==> config.mk <==
export PLATFORM = sky130hd
export DESIGN_NAME = lsc_shutdown_ctrl
export DESIGN_NICKNAME = d
export VERILOG_FILES = /design/src/lsc_pkg.sv /design/src/lsc_shutdown_ctrl.sv
export SDC_FILE = /design/constraint.sdc
export NUM_CORES = 1
export LEC_CHECK = 0
export BUFFER_PORTS_ARGS = -buffer_cell sky130_fd_sc_hd__buf_2
export CAP_MARGIN = 20
export CELL_PAD_IN_SITES_DETAIL_PLACEMENT = 0
export CELL_PAD_IN_SITES_GLOBAL_PLACEMENT = 1
export CORE_AREA = 2 2 39 41
export CTS_CLUSTER_DIAMETER = 40
export DETAILED_ROUTE_END_ITERATION = 16
export DIE_AREA = 0 0 41 43
export GPL_TIMING_DRIVEN = 0
export PLACE_DENSITY_LB_ADDON = 0.05
export SYNTH_ARGS = -nofsm -noshare
export SYNTH_HDL_FRONTEND = slang
export SYNTH_SLANG_ARGS = --single-unit
==> constraint.sdc <==
create_clock -name REF_CLK_IN -period 1.89 [get_ports REF_CLK_IN]
set_clock_uncertainty 0.2 [all_clocks]
set_input_delay 0.2835 -clock REF_CLK_IN [delete_from_list [all_inputs] [get_ports REF_CLK_IN]]
set_output_delay 0.2835 -clock REF_CLK_IN [all_outputs]
set_load 0.05 [all_outputs]
==> src/lsc_pkg.sv <==
// package for the led shutdown control block: constants and carrier types
`default_nettype none
package lsc_pkg;
   // control register address and release bit position
   localparam logic [7:0] CTRL_ADDR      = 8'h00;
   localparam int         REL_BIT        = 0;
   // reset register address and the magic key that restores defaults
   localparam logic [7:0] RESET_ADDR     = 8'h3f;
   localparam logic [7:0] RESET_KEY      = 8'hae;
   // power-up value of the release bit: software shutdown
   localparam logic       REL_DEFAULT    = 1'b0;
   // power-up value of the synchroniser stages (pin idles high)
   localparam logic       PIN_SYNC_INIT  = 1'b1;

   // register write carried from the serial interface
   typedef struct packed {
      logic       valid;                   // one-cycle write strobe
      logic [7:0] addr;                    // register address
      logic [7:0] data;                    // write data
   } lsc_wr_t;

   // shutdown status presented to the rest of the device
   typedef struct packed {
      logic outputs_on;                    // current sources may run
      logic sw_shutdown;                   // release bit is 0
      logic hw_shutdown;                   // pin held low
   } lsc_stat_t;
endpackage : lsc_pkg
`default_nettype wire

==> src/lsc_shutdown_ctrl.sv <==
// shutdown control: software release bit, hardware pin, serial reset pulse
`timescale 1ns/1ns
`default_nettype none

// Contract
// - registers keep contents during any shutdown
// - release bit zero means software shutdown
// - software shutdown darkens outputs, registers stay accessible
// - release bit powers up zero; host sets it
// - pin low forces hardware shutdown
// - pin high ends hardware shutdown
// - pin rising edge resets serial interface only
// - register access continues while pin low
// - key write or power-up restores defaults
module lsc_shutdown_ctrl
   import lsc_pkg::*;
(
   input  wire logic      REF_CLK_IN,      // 250 mhz device clock
   input  wire logic      RESET_N_IN,      // power-on reset, active low
   input  wire logic      SHUTDOWN_PIN_N_IN, // asynchronous shutdown pin, active low
   input  wire lsc_wr_t   REG_WR_IN,       // register write from serial interface
   output logic           SHUTDOWN_RELEASE_BIT_OUT, // stored release bit
   output lsc_stat_t      STATUS_OUT,      // shutdown status, from flip-flops
   output logic           OUT_ENABLE_OUT,  // gate for all current sources
   output logic           SERIAL_RESET_OUT, // one-cycle reset to serial logic
   output logic           REG_DEFAULT_OUT  // one-cycle restore-defaults strobe
);

   // synchroniser, edge detector and stored state
   logic pin_meta_r;                       // first synchroniser stage
   logic pin_sync_r;                       // second stage, safe to read
   logic pin_prev_r;                       // last sampled level, edge detect
   logic release_r;                        // shutdown release bit
   logic out_en_r;                         // registered output enable
   logic ser_rst_r;                        // serial reset pulse
   logic dflt_r;                           // restore-defaults pulse
   logic release_nxt;                      // next release bit
   logic key_write;                        // reset key seen this cycle
   lsc_stat_t stat_r;                      // registered status

   // write decoder shared by both register hits
   function automatic logic hit(input lsc_wr_t w, input logic [7:0] a);
      hit = w.valid && (w.addr == a);
   endfunction : hit

   // two-flop synchroniser on the pin; only stage two is read
   // limitation: pin pulses shorter than a clock may be missed
   always_ff @(posedge REF_CLK_IN or negedge RESET_N_IN) begin
      // preset high so reset release looks like an idle pin
      if (!RESET_N_IN) begin
         pin_meta_r <= PIN_SYNC_INIT;
         pin_sync_r <= PIN_SYNC_INIT;
      // stage one may go metastable; stage two gives it a cycle
      end else begin
         pin_meta_r <= SHUTDOWN_PIN_N_IN;
         pin_sync_r <= pin_meta_r;
      end
   end

   // edge history for the rising-edge detector
   always_ff @(posedge REF_CLK_IN or negedge RESET_N_IN) begin
      // same preset as the synchroniser: no false edge after reset
      if (!RESET_N_IN) begin
         pin_prev_r <= PIN_SYNC_INIT;
      // one-cycle delayed copy of the synchronised pin
      end else begin
         pin_prev_r <= pin_sync_r;
      end
   end

   // a wrong key is ignored, so stray writes cannot wipe the setup
   // key write to reset register
   assign key_write = hit(REG_WR_IN, RESET_ADDR) && (REG_WR_IN.data == RESET_KEY);

   // release bit next value; writes are never blocked by shutdown
   always_comb begin
      // default: keep the stored bit
      release_nxt = release_r;
      if (key_write) begin
         release_nxt = REL_DEFAULT;
      // access stays open in any shutdown
      end else if (hit(REG_WR_IN, CTRL_ADDR)) begin
         release_nxt = REG_WR_IN.data[REL_BIT];
      end
   end

   // release bit storage; shutdown itself never touches it
   always_ff @(posedge REF_CLK_IN or negedge RESET_N_IN) begin
      if (!RESET_N_IN) begin
         release_r <= REL_DEFAULT;
      // held through shutdown and pin edges
      end else begin
         release_r <= release_nxt;
      end
   end

   // output gate, status and pulses
   // registered so the gate cannot glitch while the bit is rewritten
   always_ff @(posedge REF_CLK_IN or negedge RESET_N_IN) begin
      // power-up: dark outputs, no pulses
      if (!RESET_N_IN) begin
         out_en_r  <= 1'b0;
         stat_r    <= '0;
         ser_rst_r <= 1'b0;
         dflt_r    <= 1'b0;
      // running: levels follow the sampled inputs
      end else begin
         out_en_r           <= release_r && pin_sync_r;
         // software shutdown when bit is zero
         stat_r.sw_shutdown <= !release_r;
         stat_r.hw_shutdown <= !pin_sync_r;
         stat_r.outputs_on  <= release_r && pin_sync_r;
         ser_rst_r          <= pin_sync_r && !pin_prev_r;
         // strobe the rest of the register file
         dflt_r             <= key_write;
      end
   end

   // every output is a flip-flop or a plain wire to one
   assign SHUTDOWN_RELEASE_BIT_OUT = release_r;
   assign STATUS_OUT               = stat_r;
   assign OUT_ENABLE_OUT           = out_en_r;
   assign SERIAL_RESET_OUT         = ser_rst_r;
   assign REG_DEFAULT_OUT          = dflt_r;

   // outputs dark whenever released bit is clear
   sw_dark_a: assert property (@(posedge REF_CLK_IN) disable iff (!RESET_N_IN)
      !release_r |=> !out_en_r)
      else $error("outputs on during software shutdown");

   // outputs dark while pin low
   hw_dark_a: assert property (@(posedge REF_CLK_IN) disable iff (!RESET_N_IN)
      !pin_sync_r |=> !out_en_r)
      else $error("outputs on during hardware shutdown");

   // run exactly when both allow
   out_gate_a: assert property (@(posedge REF_CLK_IN) disable iff (!RESET_N_IN)
      out_en_r == $past(release_r && pin_sync_r))
      else $error("output gate mismatch");

   // pin release re-enables when released
   hw_exit_a: assert property (@(posedge REF_CLK_IN) disable iff (!RESET_N_IN)
      (pin_sync_r && release_r && $stable(release_r)) |=> out_en_r)
      else $error("outputs not restored after pin high");

   // one reset pulse per rising edge
   ser_pulse_a: assert property (@(posedge REF_CLK_IN) disable iff (!RESET_N_IN)
      $rose(pin_sync_r) |=> SERIAL_RESET_OUT ##1 !SERIAL_RESET_OUT)
      else $error("serial reset pulse wrong");

   // bit holds unless written
   bit_hold_a: assert property (@(posedge REF_CLK_IN) disable iff (!RESET_N_IN)
      !REG_WR_IN.valid |=> $stable(release_r))
      else $error("release bit changed without write");

   // write takes effect while pin low
   wr_in_hw_a: assert property (@(posedge REF_CLK_IN) disable iff (!RESET_N_IN)
      (!pin_sync_r && hit(REG_WR_IN, CTRL_ADDR) && !key_write)
      |=> release_r == $past(REG_WR_IN.data[REL_BIT]))
      else $error("write lost during hardware shutdown");

   // write accepted in software shutdown
   wr_in_sw_a: assert property (@(posedge REF_CLK_IN) disable iff (!RESET_N_IN)
      (!release_r && hit(REG_WR_IN, CTRL_ADDR) && !key_write)
      |=> release_r == $past(REG_WR_IN.data[REL_BIT]))
      else $error("write lost during software shutdown");

   // key restores default bit
   key_dflt_a: assert property (@(posedge REF_CLK_IN) disable iff (!RESET_N_IN)
      key_write |=> (release_r == REL_DEFAULT) && REG_DEFAULT_OUT)
      else $error("reset key not honoured");

   // serial reset leaves release bit alone
   edge_keep_a: assert property (@(posedge REF_CLK_IN) disable iff (!RESET_N_IN)
      (SERIAL_RESET_OUT && !REG_WR_IN.valid) |=> $stable(release_r))
      else $error("serial reset disturbed register");

   // software shutdown status follows the bit one cycle later
   stat_sw_a: assert property (@(posedge REF_CLK_IN) disable iff (!RESET_N_IN)
      $past(RESET_N_IN) |-> STATUS_OUT.sw_shutdown == $past(!release_r))
      else $error("software shutdown status wrong");

   // hardware shutdown status follows the synchronised pin
   stat_hw_a: assert property (@(posedge REF_CLK_IN) disable iff (!RESET_N_IN)
      $past(RESET_N_IN) |-> STATUS_OUT.hw_shutdown == $past(!pin_sync_r))
      else $error("hardware shutdown status wrong");

   // run flag and output gate never disagree
   stat_on_a: assert property (@(posedge REF_CLK_IN) disable iff (!RESET_N_IN)
      STATUS_OUT.outputs_on == OUT_ENABLE_OUT)
      else $error("run flag and output gate differ");

   // restore strobe only after a key write
   dflt_only_a: assert property (@(posedge REF_CLK_IN) disable iff (!RESET_N_IN)
      $past(RESET_N_IN) |-> REG_DEFAULT_OUT == $past(key_write))
      else $error("restore strobe without key");

   // no serial reset without a pin rising edge
   ser_only_a: assert property (@(posedge REF_CLK_IN) disable iff (!RESET_N_IN)
      !$rose(pin_sync_r) |=> !SERIAL_RESET_OUT)
      else $error("serial reset without pin edge");

   // control write lands while running too
   wr_run_a: assert property (@(posedge REF_CLK_IN) disable iff (!RESET_N_IN)
      (pin_sync_r && release_r && hit(REG_WR_IN, CTRL_ADDR) && !key_write)
      |=> release_r == $past(REG_WR_IN.data[REL_BIT]))
      else $error("control write lost while running");

   // stage two copies stage one each clock
   sync_path_a: assert property (@(posedge REF_CLK_IN) disable iff (!RESET_N_IN)
      $past(RESET_N_IN) |-> pin_sync_r == $past(pin_meta_r))
      else $error("pin synchroniser skipped a stage");

endmodule : lsc_shutdown_ctrl
`default_nettype wire

-- Yosys cells after proc, flatten, opt, wreduce, memory -nomap -nowiden
Index checks and enable logic that the tools add are counted.
- output and inout port bits: 7
- logic and storage cells: 23
- input bits: 20
- bits in registers: 9
- reductions and logical operators: 10
- muxes and demuxes: 2
- eq/ne operators: 2
- operators with widths (cell ; number):
    $eq A8 B6 Y1 const B ; 1
    $eq A8 B8 Y1 const B ; 1
    $logic_not A8 Y1 ; 1
    $logic_and A1 B1 Y1 ; 5
    $logic_not A1 Y1 ; 3
    $mux W1 ; 2
    $reduce_bool A2 Y1 ; 1

-- Depth between registers and ports, before layout
- word-level depth: 4
- mapped depth: 4
- gate-level depth less buffers: 4

-- Least setup slack after synthesis
Ideal clock, no wire load.
- kind: register to output
- start: register, netlist name OUT_ENABLE_OUT
- end: output STATUS_OUT[2] in the netlist's numbering
- required time: 1406 ps
- path slack: 520 ps
- stages on the path, launching flop included: 2
- data arrival time: 886 ps
- buffers on the path: 1
- cells stage by stage: dfrtp_1 -> buf_4
- RTL lines (item ; line ; source):
    to (decl) ; lsc_shutdown_ctrl.sv:23 ; output lsc_stat_t STATUS_OUT,

==> results by stage <==
Run status:
- The run finished with clean final reports.

GRT:
- The initial antenna violation count came to 0.
- For this run the aggregate overflow at the end of global routing stands at 0.
- Entering global routing, the biggest net connects 10 pins.
- The via count of the first global-routing pass was 290.
- The global-route usage over all layers is 8.82%.
- The wire length of the first global-routing pass is 1020 um.

Worst setup path:
- The data required time at the worst endpoint is 1410 ps.
- The arrival time of the worst setup path is 940 ps.
- The startpoint identified for the worst register-to-register timing path is pin_sync_r$_DFF_PN1_.
- The slowest stage of the critical path is the dfrtp_1 cell.
- The depth of the worst register-to-register path is 2.
- The classification of the worst setup path is reg2out.
- The number of buffer and inverter stages on the critical path is 2.
- The endpoint of the worst-slack reg-to-reg timing path is SERIAL_RESET_OUT$_DFF_PN0_.
- The kind of cell with the highest combined delay on the critical path is flip-flops.
- The signal on the critical path passes through buf_4 > buf_2.
- The delay of the slowest cell on the worst path is 370 ps.
- The slack of the worst reg-to-reg path is 950 ps.
- STA classifies the critical path endpoint as an output pin.
- The maximum fanout count along the critical path is 2.
- STA classifies the critical path startpoint as a flip-flop.
- The critical path crosses 2 cells after its start point.

Detailed routing:
- The routed length per instance is 9.16 um.
- The DRC violation total after the first TritonRoute iteration is 0.
- The remaining antenna violation count after routing is 0.
- The number of detailed-routing iterations run before antenna repair is 1.
- The aggregate routed wire length is 678 um.
- After detailed routing, the number of vias per cell comes to 4.20.
- The total via count after detailed routing is 311.
- The remaining design rule violation count is 0.

Worst hold path:
- The min-delay analysis places its worst path in the category in2reg.
- Along the worst hold path, the cell count comes to 3.
- The path with the worst hold slack has its endpoint at REG_DEFAULT_OUT$_DFF_PN0_.
- The worst hold path begins at REG_WR_IN[1].

Layout:
- From synthesis to final layout, the design area changed by 58.6%.
- The library cell used most frequently in the layout, excluding fill and tap cells, is buf_2.
- Of the cells placed in the final design, the portion with a size suffix greater than 1 is 62.1%.
- The number of antenna repair diodes is 0.
- Leaving out fill and tap cells, the most frequent cells in the layout are 26 x buf_2, 6 x dfrtp_1, 5 x nor2_1.
- The layout filler cell count is 149.
- The final net count is 79.

Timing:
- The worst path setup slack after routing is 467 ps.
- The setup total negative slack is 0 ps.
- The remaining max-slew budget at the tightest pin is 83.5%.
- The number of setup violations in the final report is 0.
- The shortest period the worst path allows is 1420 ps.
- The ratio of final minimum period to clock period is 75.3%.
- The number of hold violations in the final report came to 0.
- Setup repair after global routing left no endpoint under its margin.
- At the pin with the least slew margin, the transition time is 250 ps.
- The max-slew violation count was 0.
- The maximum frequency from static timing analysis is 0.703 GHz.

Power:
- Net switching is 23.5% of the power.
- IR analysis of the VDD net gives a maximum drop of 0.350 mV.
- Of the total power, combinational logic draws 14.8%.
- The post-layout total power is 0.404 mW.
- The total power density per cell area is 759 nW/um^2.
- The cell-internal power is 0.309 mW.
- The share of total power dissipated in the clock network is 34.1%.
- The static power due to leakage is 0.284 nW.
- The sequential group share of total power is 51.1%.
- The power dissipated by switching net loads is 0.0950 mW.

Yosys:
- The number of different library cells used by synthesis comes to 12.
- By area, the combinational part of the netlist is dominated by simple AND/OR/NAND/NOR gates.
- The number of warning messages in the yosys log is 0.
- The synthesized cell area is 335 um^2.
- The simple-gate share of the synthesized area is 24.3%.
- The arithmetic-cell share of the synthesized area counting full adders, half adders and majority gates is 0%.
- The fraction of the yosys area taken by sequential cells is 68.3%.
- The mean instance size in the synthesized netlist is 12.9 um^2.
- After technology mapping, the gate count stands at 26.
- The number of nets in the synthesized netlist is 46.
- Summing the areas of all compound-gate instances in the mapped netlist gives 0% of the synthesized area.
- Synthesis inferred 9 register bits.
- In the synthesized netlist, mux cells make up 2.99% of the area.
- After Yosys synthesis, XOR and XNOR cells account for 0% of the synthesized area.

Clock network:
- The clock transition at the registers of the reported paths is 60 ps.
- The clock net in this run drives a total of 9 sinks.
- The longest clock path from root to sink contains 2 buffers.
- The CTS tree is yes.
- The later pin in the worst-skew pair is clocked with a latency of 250 ps.
- The total clock buffers created by CTS is 3.
- Clock tree synthesis selected as its root buffer the cell clkbuf_4.
- In this run the number of H-tree levels came out at 1.
- The post-cts repair resize count is 0.

Floorplan:
- In this run the core area contains 14 standard-cell rows.
- The area of the die is 1760 um^2.
- The die width is 41 um.
- The boundary pin count is 27.
- The effective utilization at floorplan is 24.2%.
- The core region is 1380 um^2.
- The height of the die is 43 um.

Flow run:
- The max-capacitance violation count is 0.

Placement:
- The quantity of I/O buffers inserted on ports is 26.
- The worst slack at placement is 549 ps.
- The final weighted congestion of routability-driven global placement is 0.606.
==> area by class of cell <==
| class | instances | area [um^2] | share of cell area [%] |
|---|---|---|---|
| clock buffers | 4 | 26.3 | 4.94 |
| flip-flops and latches | 9 | 229 | 43.1 |
| well taps | 16 | 20.0 | 3.76 |
| multi-input cells | 14 | 91.3 | 17.2 |
| inverters | 2 | 7.51 | 1.41 |
| repair buffers | 28 | 150 | 28.2 |
| plain buffers | 1 | 7.51 | 1.41 |
==> power groups by stage <==
| stage | Sequential [mW] | Clock (mW) | Combinational (mW) |
|---|---|---|---|
| 2_1_floorplan | 0.226 | 0 | 0.0101 |
| 3_3_place_gp | 0.209 | 0 | 0.0564 |
| 3_5_place_dp | 0.210 | 0 | 0.0575 |
| 4_1_cts | 0.206 | 0.150 | 0.0605 |
| 5_1_grt | 0.207 | 0.160 | 0.0653 |
| 6_report | 0.206 | 0.138 | 0.0599 |
==> flip-flops by register name, summed over array words and instances, names as in the netlist <==
register                  flops
STATUS_OUT                    2
OUT_ENABLE_OUT                1
REG_DEFAULT_OUT               1
SERIAL_RESET_OUT              1
SHUTDOWN_RELEASE_BIT_OUT      1
pin_meta_r                    1
pin_prev_r                    1
pin_sync_r                    1
==> worst max path at each step <==
stage                                   from                                    to  slack [ps]
finish              OUT_ENABLE_OUT$_DFF_PN0_                         STATUS_OUT[2]         470
global route        OUT_ENABLE_OUT$_DFF_PN0_                         STATUS_OUT[2]         420
CTS                 OUT_ENABLE_OUT$_DFF_PN0_                         STATUS_OUT[2]         440
detailed placement              REG_WR_IN[9]  SHUTDOWN_RELEASE_BIT_OUT$_DFFE_PN0P_         550
global placement                REG_WR_IN[9]  SHUTDOWN_RELEASE_BIT_OUT$_DFFE_PN0P_         540
floorplan           OUT_ENABLE_OUT$_DFF_PN0_                         STATUS_OUT[2]         520
==> stage by stage <==
step	hold slack, ps	utilization (%)	instances	area [um^2]
6_report	81.1	38.4	74	532
3_5_place_dp	-61.3	35.1	68	485
4_1_cts	68.4	38.4	74	532
5_1_grt	75.9	38.4	74	532
3_3_place_gp	-68.3	35.1	68	485
2_1_floorplan	-212	-	26	335
==> cells in the mapped netlist (all sizes together) <==
master | instances | area (um^2)
dfstp | 3 | 78.8
and4bb | 1 | 12.5
and4b | 1 | 11.3
nand2 | 1 | 3.75
buf | 1 | 7.51
inv | 2 | 7.51
nor4 | 1 | 6.26
mux2i | 1 | 10.0
dfrtp | 6 | 150
nor3 | 1 | 10.0
nor2 | 5 | 18.8
nand4 | 3 | 18.8
==> metal layers <==
layer / track usage, % / wire length [um] / vias to the layer above
met5: 0 / 0 / -
met2: 14.4 / 386 / 12
li1: - / - / 155
met4: 6.00 / 0 / 0
met3: 3.14 / 64 / 0
met1: 8.64 / 227 / 144
==> worst reg2reg max path, stage by stage (launching register included) <==
cell and delay [ps]:
dfstp_2 520, inv_1 50, nor2_1 100
==> cell families after synthesis <==
kind of cell  after synthesis
buf+inv                     3
flops                       9
mux                         1
simple gates               13
==> timing repair <==
| item | 4_1_cts | 5_1_grt |
|---|---|---|
| setup buffers | 0 | 0 |
| hold endpoints to repair | 10 | 0 |
| hold buffers | 2 | 0 |
Power figures use the tool's default switching activity.
